File: config.mk
export PLATFORM = sky130hd
export DESIGN_NAME = mie_core
export DESIGN_NICKNAME = d
export VERILOG_FILES = /design/src/mie_pkg.sv /design/src/mie_alu.sv /design/src/mie_core.sv
export VERILOG_INCLUDE_DIRS = /design/src
export SDC_FILE = /design/constraint.sdc
export NUM_CORES = 1
export LEC_CHECK = 0
export ABC_AREA = 1
export BUFFER_PORTS_ARGS = -buffer_cell sky130_fd_sc_hd__buf_2
export CAP_MARGIN = 20
export CORE_ASPECT_RATIO = 1.4
export CORE_UTILIZATION = 58
export CTS_BUF_LIST = sky130_fd_sc_hd__clkbuf_4 sky130_fd_sc_hd__clkbuf_8
export DETAILED_ROUTE_END_ITERATION = 12
export PLACE_DENSITY = 0.89
export SLEW_MARGIN = 10
export SYNTH_ARGS = -nofsm -noshare
export SYNTH_HDL_FRONTEND = slang
export SYNTH_SLANG_ARGS = --single-unit
File: constraint.sdc
create_clock -name hclk -period 4.31 [get_ports hclk]
set_clock_uncertainty 0.2 [all_clocks]
set_input_delay 0 -clock hclk [delete_from_list [all_inputs] [get_ports hclk]]
set_output_delay 0 -clock hclk [all_outputs]
set_load 0.02 [all_outputs]
File: src/mie_regs.svh
// register offsets, field positions, reset values, encodings and timing counts
`ifndef MIE_REGS_SVH
`define MIE_REGS_SVH

// register byte offsets on the bus
`define MIE_OFF_CTRL 8'h00
`define MIE_OFF_ACC 8'h04
`define MIE_OFF_FLAGS 8'h08
`define MIE_OFF_PC 8'h0c
`define MIE_OFF_INSTR 8'h10
`define MIE_OFF_STATUS 8'h14

// control and status field positions
`define MIE_CTRL_RUN_BIT 0
`define MIE_FLAG_C_BIT 0
`define MIE_FLAG_DC_BIT 1
`define MIE_FLAG_Z_BIT 2
`define MIE_STAT_RUN_BIT 0
`define MIE_STAT_FLUSH_BIT 1
`define MIE_STAT_UNSUP_BIT 2
`define MIE_STAT_PHASE_LSB 4

// reset values
`define MIE_RST_ACC 8'h00
`define MIE_RST_PC 11'h000
`define MIE_RST_WORD 14'h0000

// instruction word field positions
`define MIE_FADDR_MSB 6
`define MIE_DEST_BIT 7
`define MIE_BSEL_LSB 7
`define MIE_BSEL_MSB 9
`define MIE_K8_MSB 7
`define MIE_K11_MSB 10

// opcode masks and matches; bits outside a mask are ignored
`define MIE_MASK_ADD_LITERAL_TO_ACCUMULATOR 14'h3e00
`define MIE_MATCH_ADD_LITERAL_TO_ACCUMULATOR 14'h3e00
`define MIE_MASK_ADD_ACCUMULATOR_TO_FILE 14'h3f00
`define MIE_MATCH_ADD_ACCUMULATOR_TO_FILE 14'h0700
`define MIE_MASK_BITOP 14'h3c00
`define MIE_MATCH_BCLR 14'h1000
`define MIE_MATCH_BSET 14'h1400
`define MIE_MASK_JUMP 14'h3800
`define MIE_MATCH_JUMP 14'h2800
`define MIE_MASK_NOP 14'h3f9f
`define MIE_MATCH_NOP 14'h0000

// timing: oscillator periods (hclk cycles) in one instruction cycle
`define MIE_OSC_PER_CYCLE 4

// bus constants
`define MIE_HSIZE_WORD 3'h2

`endif

File: src/mie_pkg.sv
// types shared by the instruction execute core and its alu
`default_nettype none
package mie_pkg;

  // instruction word and data byte
  typedef logic [13:0] mie_word_t;
  typedef logic [7:0] mie_byte_t;

  // the four phases of one instruction cycle, gray coded
  typedef enum logic [1:0] {
    mie_q1 = 2'b00,
    mie_q2 = 2'b01,
    mie_q3 = 2'b11,
    mie_q4 = 2'b10
  } mie_phase_e;

  // decoded operations
  typedef enum logic [2:0] {
    mie_op_nop = 3'h0,
    mie_op_add_literal_to_accumulator = 3'h1,
    mie_op_add_accumulator_to_file = 3'h2,
    mie_op_clear_file_bit = 3'h3,
    mie_op_set_file_bit = 3'h4,
    mie_op_jump = 3'h5,
    mie_op_unsupported = 3'h6
  } mie_op_e;

endpackage : mie_pkg
`default_nettype wire

File: src/mie_alu.sv
// adder and bit modifier of the instruction execute core
`timescale 1ns/1ps
`default_nettype none

module mie_alu (
  // operation select
  input wire mie_pkg::mie_op_e op,
  // operands
  input wire mie_pkg::mie_byte_t acc,
  input wire mie_pkg::mie_byte_t file_data,
  input wire mie_pkg::mie_byte_t literal,
  input wire logic [2:0] bit_sel,
  // result and flags
  output mie_pkg::mie_byte_t result,
  output logic carry,
  output logic digit_carry_flag,
  output logic zero
);
  import mie_pkg::*;

  logic [8:0] sum;
  logic [4:0] nib_sum;
  mie_byte_t addend;
  mie_byte_t bit_res;
  logic is_add;
  logic is_bit;

  // operand selection
  assign is_add = (op == mie_op_add_literal_to_accumulator) ||
                  (op == mie_op_add_accumulator_to_file);
  assign is_bit = (op == mie_op_clear_file_bit) || (op == mie_op_set_file_bit);
  assign addend = (op == mie_op_add_literal_to_accumulator) ? literal : file_data;

  // 8-bit add with carry out of bit 7 and of bit 3
  assign sum = {1'b0, acc} + {1'b0, addend};
  assign nib_sum = {1'b0, acc[3:0]} + {1'b0, addend[3:0]};

  // per-bit modify of the file value, only the selected bit changes
  generate
    for (genvar i = 0; i < 8; i++) begin : g_bit
      assign bit_res[i] = (bit_sel == 3'(i)) ? (op == mie_op_set_file_bit) : file_data[i];
    end
  endgenerate

  // result and flags
  assign result = is_add ? sum[7:0] : (is_bit ? bit_res : file_data);
  assign carry = sum[8];
  assign digit_carry_flag = nib_sum[4];
  assign zero = (sum[7:0] == 8'h00);

endmodule : mie_alu

`default_nettype wire

File: src/mie_core.sv
// instruction decode and execute core with ahb-lite control registers
//
// Function
// RULE1 - Each instruction is decoded as one 14-bit word of opcode and operand fields.
// RULE2 - Byte operations write the accumulator when the destination bit is 0, the file when 1.
// RULE3 - The file address operand selects one register from 0x00 to 0x7f.
// RULE4 - Bit operations use the bit select operand to pick one bit of the 8-bit file value.
// RULE5 - Literal and control operations carry an 8-bit or an 11-bit constant.
// RULE6 - An instruction cycle is four oscillator periods and plain instructions take one.
// RULE7 - A program counter change costs a second cycle that runs as a no-operation.
// RULE8 - An instruction naming a file register reads it, modifies it, then stores it.
// RULE9 - Don't-care encoding bits are ignored by the decoder whatever their value.
// RULE10 - Add literal adds an 8-bit constant to the accumulator and updates c, dc and z.
// RULE11 - Add to file adds accumulator and file, stores at the destination, updates c, dc, z.
// RULE12 - Bit clear forces the selected file bit to zero and leaves the flags alone.
// RULE13 - Bit set forces the selected file bit to one and leaves the flags alone.
// RULE14 - Opcode and operand positions follow the usual mid-range 14-bit layout.
`timescale 1ns/1ps
`default_nettype none
`include "mie_regs.svh"

module mie_core (
  // clock and reset
  input wire logic hclk,
  input wire logic hresetn,
  // ahb-lite slave
  input wire logic hsel,
  input wire logic [31:0] haddr,
  input wire logic [1:0] htrans,
  input wire logic hwrite,
  input wire logic [2:0] hsize,
  input wire logic [31:0] hwdata,
  input wire logic hready,
  output logic hreadyout,
  output logic hresp,
  output logic [31:0] hrdata,
  // program memory
  output logic [10:0] prog_addr,
  output logic prog_re,
  input wire mie_pkg::mie_word_t prog_data,
  // file register space
  output logic [6:0] file_addr,
  output logic file_re,
  input wire mie_pkg::mie_byte_t file_rdata,
  output logic file_we,
  output mie_pkg::mie_byte_t file_wdata
);
  import mie_pkg::*;

  ////////////////////////////////////////////////////////////////////////////////
  // decode function

  // classify one instruction word by mask and match
  function automatic mie_op_e mie_decode(input mie_word_t w);
    mie_op_e op;
    op = mie_op_unsupported;
    if ((w & `MIE_MASK_ADD_LITERAL_TO_ACCUMULATOR) == `MIE_MATCH_ADD_LITERAL_TO_ACCUMULATOR) begin
      op = mie_op_add_literal_to_accumulator;
    end else if ((w & `MIE_MASK_ADD_ACCUMULATOR_TO_FILE) == `MIE_MATCH_ADD_ACCUMULATOR_TO_FILE) begin
      op = mie_op_add_accumulator_to_file;
    end else if ((w & `MIE_MASK_BITOP) == `MIE_MATCH_BCLR) begin
      op = mie_op_clear_file_bit;
    end else if ((w & `MIE_MASK_BITOP) == `MIE_MATCH_BSET) begin
      op = mie_op_set_file_bit;
    end else if ((w & `MIE_MASK_JUMP) == `MIE_MATCH_JUMP) begin
      op = mie_op_jump;
    end else if ((w & `MIE_MASK_NOP) == `MIE_MATCH_NOP) begin
      op = mie_op_nop;
    end
    return op;
  endfunction : mie_decode

  ////////////////////////////////////////////////////////////////////////////////
  // state

  mie_phase_e phase_reg;
  mie_phase_e phase_next;
  logic run_reg;
  logic run_next;
  mie_byte_t acc_reg;
  mie_byte_t acc_next;
  logic [2:0] flags_reg;
  logic [2:0] flags_next;
  logic [10:0] pc_reg;
  logic [10:0] pc_next;
  mie_word_t instr_reg;
  mie_word_t instr_next;
  mie_byte_t fdata_reg;
  mie_byte_t result_reg;
  logic [2:0] rflags_reg;
  logic flush_reg;
  logic flush_next;
  logic unsup_reg;
  logic unsup_next;
  logic [31:0] hrdata_reg;
  logic wr_pend_reg;
  logic [7:0] wr_off_reg;

  ////////////////////////////////////////////////////////////////////////////////
  // instruction fields and decode

  mie_op_e op;
  logic dest_file;
  logic names_file;
  logic to_file;
  logic to_acc;
  logic flags_we;
  logic is_jump;
  mie_byte_t lit8;
  logic [10:0] lit11;
  logic [2:0] bit_sel;
  mie_byte_t alu_res;
  logic alu_c;
  logic alu_dc;
  logic alu_z;

  // RULE1 whole word decode
  // RULE9 masks skip don't-cares
  // RULE14 mid-range field layout
  assign op = mie_decode(instr_reg);
  assign dest_file = instr_reg[`MIE_DEST_BIT];
  // RULE5 8 or 11-bit literals
  assign lit8 = instr_reg[`MIE_K8_MSB:0];
  assign lit11 = instr_reg[`MIE_K11_MSB:0];
  // RULE4 bit select field
  assign bit_sel = instr_reg[`MIE_BSEL_MSB:`MIE_BSEL_LSB];
  assign is_jump = (op == mie_op_jump);
  assign names_file = (op == mie_op_add_accumulator_to_file) ||
                      (op == mie_op_clear_file_bit) || (op == mie_op_set_file_bit);
  // RULE2 destination bit choice
  assign to_file = ((op == mie_op_add_accumulator_to_file) && dest_file) ||
                   (op == mie_op_clear_file_bit) || (op == mie_op_set_file_bit);
  assign to_acc = (op == mie_op_add_literal_to_accumulator) ||
                  ((op == mie_op_add_accumulator_to_file) && !dest_file);
  // RULE12 bit ops keep flags
  // RULE13 bit ops keep flags
  assign flags_we = (op == mie_op_add_literal_to_accumulator) ||
                    (op == mie_op_add_accumulator_to_file);

  // add and bit modify datapath
  mie_alu u_alu (
    .op(op),
    .acc(acc_reg),
    .file_data(fdata_reg),
    .literal(lit8),
    .bit_sel(bit_sel),
    .result(alu_res),
    .carry(alu_c),
    .digit_carry_flag(alu_dc),
    .zero(alu_z)
  );

  ////////////////////////////////////////////////////////////////////////////////
  // ahb-lite decode

  logic bus_take;
  logic rd_take;
  logic wr_take;
  logic halted;
  logic wr_ctrl;
  logic wr_acc;
  logic wr_flags;
  logic wr_pc;
  logic wr_status;
  logic [7:0] rd_off;
  logic [31:0] rd_mux;

  // address phase acceptance, word writes only
  assign bus_take = hsel && hready && htrans[1];
  assign rd_take = bus_take && !hwrite;
  assign wr_take = bus_take && hwrite && (hsize == `MIE_HSIZE_WORD);
  assign rd_off = {haddr[7:2], 2'b00};

  // data phase write strobes; acc, flags and pc writable only while halted, control and status at any time
  assign halted = (phase_reg == mie_q1) && !run_reg;
  assign wr_ctrl = wr_pend_reg && (wr_off_reg == `MIE_OFF_CTRL);
  assign wr_acc = wr_pend_reg && (wr_off_reg == `MIE_OFF_ACC) && halted;
  assign wr_flags = wr_pend_reg && (wr_off_reg == `MIE_OFF_FLAGS) && halted;
  assign wr_pc = wr_pend_reg && (wr_off_reg == `MIE_OFF_PC) && halted;
  assign wr_status = wr_pend_reg && (wr_off_reg == `MIE_OFF_STATUS);

  // read mux from next values so a read right after a write sees it
  assign rd_mux =
    (rd_off == `MIE_OFF_CTRL) ? {31'h0, run_next} :
    (rd_off == `MIE_OFF_ACC) ? {24'h0, acc_next} :
    (rd_off == `MIE_OFF_FLAGS) ? {29'h0, flags_next} :
    (rd_off == `MIE_OFF_PC) ? {21'h0, pc_next} :
    (rd_off == `MIE_OFF_INSTR) ? {18'h0, instr_next} :
    (rd_off == `MIE_OFF_STATUS) ? {26'h0, phase_next, 1'b0, unsup_next, flush_next, run_next} :
    32'h0;

  // zero wait states, always okay
  assign hreadyout = 1'b1;
  assign hresp = 1'b0;
  assign hrdata = hrdata_reg;

  ////////////////////////////////////////////////////////////////////////////////
  // phase sequencing and next state

  logic adv;
  logic end_q1;
  logic end_q2;
  logic end_q3;
  logic end_q4;
  logic exec;

  // RULE6 four phases per cycle
  assign adv = run_reg || (phase_reg != mie_q1);
  assign end_q1 = adv && (phase_reg == mie_q1);
  assign end_q2 = (phase_reg == mie_q2);
  assign end_q3 = (phase_reg == mie_q3);
  assign end_q4 = (phase_reg == mie_q4);
  assign exec = !flush_reg;

  // gray phase stepping
  always_comb begin
    case (phase_reg)
      mie_q1: phase_next = adv ? mie_q2 : mie_q1;
      mie_q2: phase_next = mie_q3;
      mie_q3: phase_next = mie_q4;
      mie_q4: phase_next = mie_q1;
      default: phase_next = mie_q1;
    endcase
  end

  // RULE7 flushed cycle loads a no-op word without fetching
  assign instr_next = end_q1 ? (exec ? prog_data : `MIE_RST_WORD) : instr_reg;
  assign flush_next = end_q4 ? (exec && is_jump) : flush_reg;

  // RULE7 jump loads pc, flushed cycle holds it
  assign pc_next = wr_pc ? hwdata[10:0] :
                   (end_q4 && exec) ? (is_jump ? lit11 : 11'(pc_reg + 11'h001)) : pc_reg;

  // RULE10 literal sum into accumulator
  // RULE11 sum to chosen destination
  assign acc_next = wr_acc ? hwdata[7:0] : (end_q4 && exec && to_acc) ? result_reg : acc_reg;
  assign flags_next = wr_flags ? hwdata[2:0] :
                      (end_q4 && exec && flags_we) ? rflags_reg : flags_reg;
  assign run_next = wr_ctrl ? hwdata[`MIE_CTRL_RUN_BIT] : run_reg;

  // sticky unsupported flag, a new event wins over the clear
  assign unsup_next = (end_q4 && exec && (op == mie_op_unsupported)) ? 1'b1 :
                      (wr_status && hwdata[`MIE_STAT_UNSUP_BIT]) ? 1'b0 : unsup_reg;

  ////////////////////////////////////////////////////////////////////////////////
  // memory strobes

  // instruction fetch in the first phase
  assign prog_addr = pc_reg;
  assign prog_re = (phase_reg == mie_q1) && run_reg && exec;

  // RULE3 7-bit file address
  assign file_addr = instr_reg[`MIE_FADDR_MSB:0];
  // RULE8 read before every file store
  assign file_re = (phase_reg == mie_q2) && exec && names_file;
  assign file_we = (phase_reg == mie_q4) && exec && to_file;
  assign file_wdata = result_reg;

  ////////////////////////////////////////////////////////////////////////////////
  // core registers

  // phase, control and architectural state
  always_ff @(posedge hclk or negedge hresetn) begin
    if (!hresetn) begin
      phase_reg <= mie_q1;
      run_reg <= 1'b0;
      acc_reg <= `MIE_RST_ACC;
      flags_reg <= 3'h0;
      pc_reg <= `MIE_RST_PC;
      instr_reg <= `MIE_RST_WORD;
      flush_reg <= 1'b0;
      unsup_reg <= 1'b0;
    end else begin
      phase_reg <= phase_next;
      run_reg <= run_next;
      acc_reg <= acc_next;
      flags_reg <= flags_next;
      pc_reg <= pc_next;
      instr_reg <= instr_next;
      flush_reg <= flush_next;
      unsup_reg <= unsup_next;
    end
  end

  // RULE8 file value captured, then modified
  always_ff @(posedge hclk or negedge hresetn) begin
    if (!hresetn) begin
      fdata_reg <= 8'h00;
    end else if (end_q2 && exec && names_file) begin
      fdata_reg <= file_rdata;
    end
  end

  // result and flag staging in the third phase
  always_ff @(posedge hclk or negedge hresetn) begin
    if (!hresetn) begin
      result_reg <= 8'h00;
      rflags_reg <= 3'h0;
    end else if (end_q3) begin
      result_reg <= alu_res;
      rflags_reg <= {alu_z, alu_dc, alu_c};
    end
  end

  ////////////////////////////////////////////////////////////////////////////////
  // bus registers

  // pending write and read data
  always_ff @(posedge hclk or negedge hresetn) begin
    if (!hresetn) begin
      wr_pend_reg <= 1'b0;
      wr_off_reg <= 8'h00;
      hrdata_reg <= 32'h0;
    end else begin
      wr_pend_reg <= wr_take;
      wr_off_reg <= {haddr[7:2], 2'b00};
      hrdata_reg <= rd_take ? rd_mux : hrdata_reg;
    end
  end

endmodule : mie_core

`default_nettype wire

==> results of run 1 <==
-- worst max-delay path, delay by kind of cell, from the launching register on --
kind | cells | cell delay (ns)
AO/OA/AOI/OAI | 3 | 0.79
AND/OR/NAND/NOR | 7 | 0.69
adder cells (fa/ha/maj) | 1 | 0.44
buffers and inverters | 3 | 0.42
flip-flops | 1 | 0.41
XOR/XNOR | 1 | 0.18
-- layer usage --
metal | wire length, um | global-route usage | vias up
li1 | - | - | 2466
met3 | 1020 | 0.0532 | 67
met2 | 7610 | 0.576 | 287
met5 | 0 | 0 | -
met4 | 872 | 0.221 | 0
met1 | 5860 | 0.402 | 2448
-- Yosys cell counts (all sizes together) (2+ instances only) --
master  instances  area (um2)
o211ai         13         116
ha             10         125
o21ai          53         295
nand3          72         405
o21bai          2        15.0
clkbuf          4        15.0
clkinv          2        10.0
a31oi           3        18.8
nor3            8        45.0
xor2            5        43.8
and2            2        12.5
nor2           39         228
o21a            2        15.0
xnor2           3        26.3
nand4           5        37.5
conb            2        7.51
buf            38         302
dfrtp          81        2030
inv            81         309
a21oi          24         128
nand2         237         953
or2             5        31.3
nor4            3        18.8
-- cell type report --
cell class	instances	area, um2	area share
multi-input cells	514	2680	0.423
flip-flops and latches	81	2030	0.320
clock buffers	10	131	0.0208
well taps	105	131	0.0208
repair buffers	138	948	0.150
clock inverters	6	90.1	0.0142
inverters	83	319	0.0504
-- cells in the final DEF, fill, tap and decap left out, types with 3 or more instances in the layout --
cell type / instances
nor2_8: 3
ha_1: 10
o21ai_1: 14
o211ai_1: 11
nor2_4: 3
nor2_2: 4
clkinv_2: 3
nor2_1: 29
dfrtp_1: 81
inv_2: 7
a21oi_1: 22
o21ai_2: 5
inv_1: 72
nand2_2: 7
dlygate4sd3_1: 46
clkbuf_8: 9
nand4_1: 4
nand3_1: 66
or2_2: 3
nor3_1: 7
buf_2: 89
conb_1: 20
o21ai_0: 33
nand2_4: 4
nand3_2: 4
xor2_1: 5
nor4_1: 3
xnor2_1: 3
nand2_1: 225
a31oi_1: 3
-- cell families after synthesis --
group,share of synthesized area
simple gates,0.330
buf+inv,0.121
compound gates,0.123
flops,0.384
fa+ha+maj,0.0275
xor+xnor,0.0133
other cells,0.00142
-- report_power, final --
part           switching (uW)  internal [uW]  leakage [uW]  total (uW)
clock network             303            336      0.000111         639
logic                     761            433       0.00230        1190
registers                 177            938       0.00100        1110
total                    1240           1710       0.00341        2950
-- how the worst max path moves through the flow --
stage	start	end	cells after the start
finish	instr_reg[10]$_DFF_PN0_	file_wdata[6]$_DFFE_PN0P_	15
global route	instr_reg[10]$_DFF_PN0_	file_wdata[6]$_DFFE_PN0P_	15
CTS	instr_reg[10]$_DFF_PN0_	file_wdata[6]$_DFFE_PN0P_	15
detailed placement	instr_reg[9]$_DFF_PN0_	file_wdata[6]$_DFFE_PN0P_	15
global placement	instr_reg[9]$_DFF_PN0_	file_wdata[6]$_DFFE_PN0P_	15
floorplan	instr_reg[9]$_DFF_PN0_	file_wdata[6]$_DFFE_PN0P_	18
-- per-stage QoR --
step                      utilization  power [uW]
after floorplan                     -        1910
after global placement          0.644        2220
after detailed placement        0.644        2250
after CTS                       0.719        2920
after global routing            0.726        3120
final                           0.726        2950
-- timing repair --
item | CTS | global route
hold buffers | 43 | 3
gates resized for setup | 0 | 0
endpoints found under the hold margin | 147 | 14
buffers inserted | 0 | 0
==> reports/qor.yml, run 1 <==
setup_path:
  crit_path_frequent_cell: "nand2_1"
  criticalPathCategory: "reg2reg"
  cpMaxStageDelayCell: "fa_1"
  r2r_start: "instr_reg[10]$_DFF_PN0_"
  worstPathMaxFanout: 17
  critPathLaunchType: "flip-flop"
  crit_arrival_ns: 3.30
  worstReg2RegEnd: "file_wdata[6]$_DFFE_PN0P_"
  r2r_slack_ns: 1.07
  worstRegToRegCells: 15
  path_cells: "inv_1 > nor2_1 > nand2_2 > inv_1 > o21ai_0 > inv_1 > fa_1 > o21ai_0 > nand2_1 > nand2_1 > a21oi_1 > xor2_1 > nand2_1 > nand3_1 > nand2_1"
  required_ns: 4.37
  slowest_delay_ns: 0.44
  crit_path_end_kind: "flip-flop"
clock_tree:
  cts_tree: "built"
  cts.sink_count: 81
  clk_pin_slew_ns: 0.09
  root_buffer: "clkbuf_8"
  ctsHtreeMaxLevel: 3
  max-clock-path-buffers: 2
  clock_latency_ns: 0.37
  numCtsBuffers: 9
run_status:
  outcome: "finished, final reports clean"
global_routing:
  grt_overflow_total: 0
  grt_pass1_vias: 5020
  grt_use_total: 0.344
  antenna_found_initial: 0
  grt_max_degree: 82
  grt_pass1_wl_um: 24000
yosys:
  netlist_area_um2: 5270
  ys.flop_type: "dfrtp_1"
  seq_area_frac_synth: 0.384
  synth_async_sr_flop_share: 1.00
  syn-mean-instance-area_um2: 7.51
  ys_seq_elements: 81
  yosysWarnings: 0
  synth_edf_count: 0
  synth_cells: 702
  synth.distinct_cells: 53
timing:
  hold_ws_ns: 0.0826
  tightest_slew_ns: 1.07
  min_period_over_period: 0.751
  rsz0062_at_grt: "no"
  post-route-min-period_ns: 3.24
  setup_tns_ns: 0
  hold_viol_final: 0
  slew_violations: 0
  setup_viol: 0
  layout_setup_ws_ns: 1.07
  maxSlewHeadroom: 0.282
  max_freq_ghz: 0.309
pwr:
  cellPowerDensity_nw_per_um2: 466
  p_leak_uw: 0.00341
  vdd_drop_max_uv: 374
place:
  dp_hpwl_um: 11100
  port_buffers: 90
  gp_congestion: 1.02
  dp_cells: 873
  dp_slack_ns: 1.12
  place_area_um2: 5610
finish:
  fin_area_um2: 6330
  fillers: 667
  area_delta_synth_final_pct: 20.0
  drive_gt1_frac: 0.197
  final_net_count: 934
  stdcell_count: 937
  num_antenna_cells: 0
floorplan:
  num_rows: 40
  die_x_um: 82.6
  core_area_um2: 8710
  die_area_um2: 9480
  start_util: 0.606
  dieHeight_um: 115
  io-pin-count: 159
route:
  drt_iter0_drc: 404
  via_count: 5268
  wl_um: 15400
  drc_errors: 0
  viasPerCell: 5.62
  avgRoutedWirePerCell_um: 16.4
  dr.pass1.iters: 5
  ant_nets: 0
worst_hold_path:
  min_to: "wr_off_reg[6]$_DFF_PN0_"
  worstHoldStart: "haddr[6]"
  hp-class: "in2reg"
  holdPathStages: 2
flow_run:
  maxCapViolCount: 0
Note: power is estimated with default switching activity, not from simulation.
==> run 2: changes to the inputs <==
--- a/config.mk
+++ b/config.mk
@@ -10,10 +10,10 @@
 export BUFFER_PORTS_ARGS = -buffer_cell sky130_fd_sc_hd__buf_2
 export CAP_MARGIN = 20
 export CORE_ASPECT_RATIO = 1.4
-export CORE_UTILIZATION = 58
+export CORE_UTILIZATION = 54
 export CTS_BUF_LIST = sky130_fd_sc_hd__clkbuf_4 sky130_fd_sc_hd__clkbuf_8
 export DETAILED_ROUTE_END_ITERATION = 12
-export PLACE_DENSITY = 0.89
+export PLACE_DENSITY = 0.83
 export SLEW_MARGIN = 10
 export SYNTH_ARGS = -nofsm -noshare
 export SYNTH_HDL_FRONTEND = slang
==> constraint.sdc (replaced) <==
create_clock -name hclk -period 3.3 [get_ports hclk]
set_clock_uncertainty 0.2 [all_clocks]
set_input_delay 0 -clock hclk [delete_from_list [all_inputs] [get_ports hclk]]
set_output_delay 0 -clock hclk [all_outputs]
set_load 0.02 [all_outputs]
==> reports/qor.yml, run 2 (synthesis gave the netlist of run 1 again) <==
run_status:
  outcome: "finished, final reports clean"
pwr:
  cellPowerDensity_nw_per_um2: 597  # +28%
  p_leak_uw: 0.00340  # -0.27%
  clockPowerShare: 0.200  # -0.017
  intPower_uw: 2170  # +27%
  power_switching_uw: 1590  # +28%
  vdd_drop_max_uv: 355  # -5.3%
  comb_power_share: 0.414  # +0.009
  p_sw_frac: 0.423  # +0.00182
  share_seq_of_total_power: 0.387  # +0.009
floorplan:
  die_x_um: 85.5  # +3.5%
  dieHeight_um: 119  # +3.6%
  core_area_um2: 9460  # +8.6%
  num_rows: 42  # +5.0%
  io-pin-count: 159  # unchanged
  die_area_um2: 10200  # +7.2%
  start_util: 0.558  # -0.0481
clock_tree:
  max-clock-path-buffers: 2  # unchanged
  clock_latency_ns: 0.37  # about the same
  numCtsBuffers: 9  # unchanged
  cts.sink_count: 81  # unchanged
  cts_resized: 0  # unchanged
  root_buffer: "clkbuf_8"
  ctsHtreeMaxLevel: 3  # unchanged
  clk_pin_slew_ns: 0.09  # about the same
  cts_tree: "built"
global_routing:
  grt_pass1_vias: 5045  # +0.50%
  grt_use_total: 0.314  # -0.0300
  antenna_found_initial: 0  # unchanged
  grt_max_degree: 82  # unchanged
  grt_pass1_wl_um: 24600  # +2.6%
  grt_overflow_total: 0  # unchanged
route:
  dr.pass1.iters: 7  # +2
  viasPerCell: 5.48  # -2.6%
  wl_met1_um: 6080  # +3.7%
  route.met3.wl_um: 903  # -11%
  drc_errors: 0  # unchanged
  dr.max_layer_used: "met4"
  drt_iter0_drc: 454  # +12%
  avgRoutedWirePerCell_um: 16.2  # -1.4%
  met2_length_um: 7510  # -1.3%
  ant_nets: 0  # unchanged
  via_count: 5158  # -2.1%
  wl_um: 15200  # -0.86%
timing:
  post-route-min-period_ns: 2.99  # -0.251 ns
  slew_violations: 0  # unchanged
  maxSlewHeadroom: 0.302  # +0.0194
  setup_tns_ns: 0  # unchanged
  max_freq_ghz: 0.335  # +8.4%
  min_period_over_period: 0.905  # +0.154
  tightest_slew_ns: 1.04  # -0.0290 ns
  rsz0062_at_grt: "no"
  hold_ws_ns: 0.0946  # +0.0120 ns
  hold_viol_final: 0  # unchanged
  setup_viol: 0  # unchanged
setup_path:
  crit_arrival_ns: 3.09  # -0.21 ns
  crit_path_end_kind: "flip-flop"
  critPathLaunchType: "flip-flop"
  required_ns: 3.40  # -0.97 ns
  worstPathMaxFanout: 12  # -5
  criticalPathCategory: "reg2reg"
place:
  port_buffers: 90  # unchanged
  dp_hpwl_um: 11200  # +0.84%
  gp_congestion: 0.975  # -4.4%
finish:
  drive_gt1_frac: 0.200  # +0.00240
  final_cell_mix: "225 x nand2_1, 89 x buf_2, 81 x dfrtp_1"
  final_net_count: 934  # unchanged
  layout_commonest_cell: "nand2_1"
  area_delta_synth_final_pct: 19.6
  num_antenna_cells: 0  # unchanged
worst_hold_path:
  hp-class: "in2reg"
flow_run:
  maxCapViolCount: 0  # unchanged
run 2: changes by cell type in the layout (fill, tap and decap cells not counted):
cell | before | now
buf_4 | 2 | 4
bufinv_16 | 2 | 1
clkbuf_8 | 9 | 10
clkinv_2 | 3 | 4
clkinvlp_4 | 1 | 2
dlygate4sd3_1 | 46 | 44
inv_6 | 2 | 0
run 2: final timing paths:
path	from	to	slack (ns)	cells after the start
max	instr_reg[10]$_DFF_PN0_	rflags_reg[2]$_DFFE_PN0P_	0.31	16
max in group asynchronous	hresetn	prog_addr[9]$_DFF_PN0_	1.95	4
min	haddr[6]	wr_off_reg[6]$_DFF_PN0_	0.09	2
min reg2reg	hrdata[12]$_DFFE_PN0P_	hrdata[12]$_DFFE_PN0P_	0.28	2
min in group asynchronous	hresetn	fdata_reg[5]$_DFFE_PN0P_	0.35	3
max reg2reg	instr_reg[10]$_DFF_PN0_	rflags_reg[2]$_DFFE_PN0P_	0.31	16
run 2: layer usage:
metal	vias up	global-route usage
met5	-	0
met4	0	0.170
met3	59	0.0437
met2	266	0.525
met1	2374	0.389
li1	2459	-
run 2: timing repair:
| action | in CTS | in global routing |
|---|---|---|
| hold endpoints to repair | 148 | 13 |
| hold buffers | 43 | 1 |
| setup buffers | 0 | 0 |
| endpoints found under the setup margin | 0 | 0 |
run 2: power by group through the flow:
stage,Clock (uW),Combinational [uW],Sequential [uW]
2_1_floorplan,0,941,1560
3_3_place_gp,0,1450,1460
3_5_place_dp,0,1490,1470
5_1_grt,787,1720,1490
4_1_cts,759,1540,1450
6_report,752,1560,1460
run 2: metrics by stage:
stage | instances | power, uW | util | instance area [um2] | setup slack, ns
global route | 942 | 4000 | 0.667 | 6310 | 0.0302
floorplan | 720 | 2500 | - | 5340 | 0.459
CTS | 940 | 3750 | 0.663 | 6270 | 0.332
global placement | 881 | 2910 | 0.596 | 5640 | 0.476
detailed placement | 881 | 2960 | 0.596 | 5640 | 0.366
finish | 942 | 3770 | 0.667 | 6310 | 0.313
run 2: critical path, cell delays in order (launching register included):
cell and delay (ns):
dfrtp_1 0.41, inv_1 0.13, nor2_1 0.15, nand2_2 0.10
buf_4 0.19, nand2_1 0.07, o21ai_0 0.11, ha_1 0.36
a21oi_1 0.19, nand2_1 0.11, nand2_1 0.07, nand2_1 0.05
a21oi_1 0.26, xor2_1 0.20, nor2b_1 0.15, nand3_1 0.08
nand2_1 0.08
run 2: layout make-up:
| type | count | area (um2) |
|---|---|---|
| clock inverters | 5 | 55.1 |
| clock buffers | 11 | 145 |
| repair buffers | 138 | 943 |
| multi-input cells | 514 | 2680 |
| inverters | 83 | 319 |
| well taps | 110 | 138 |
| fillers | 777 | 3150 |
| flip-flops and latches | 81 | 2030 |
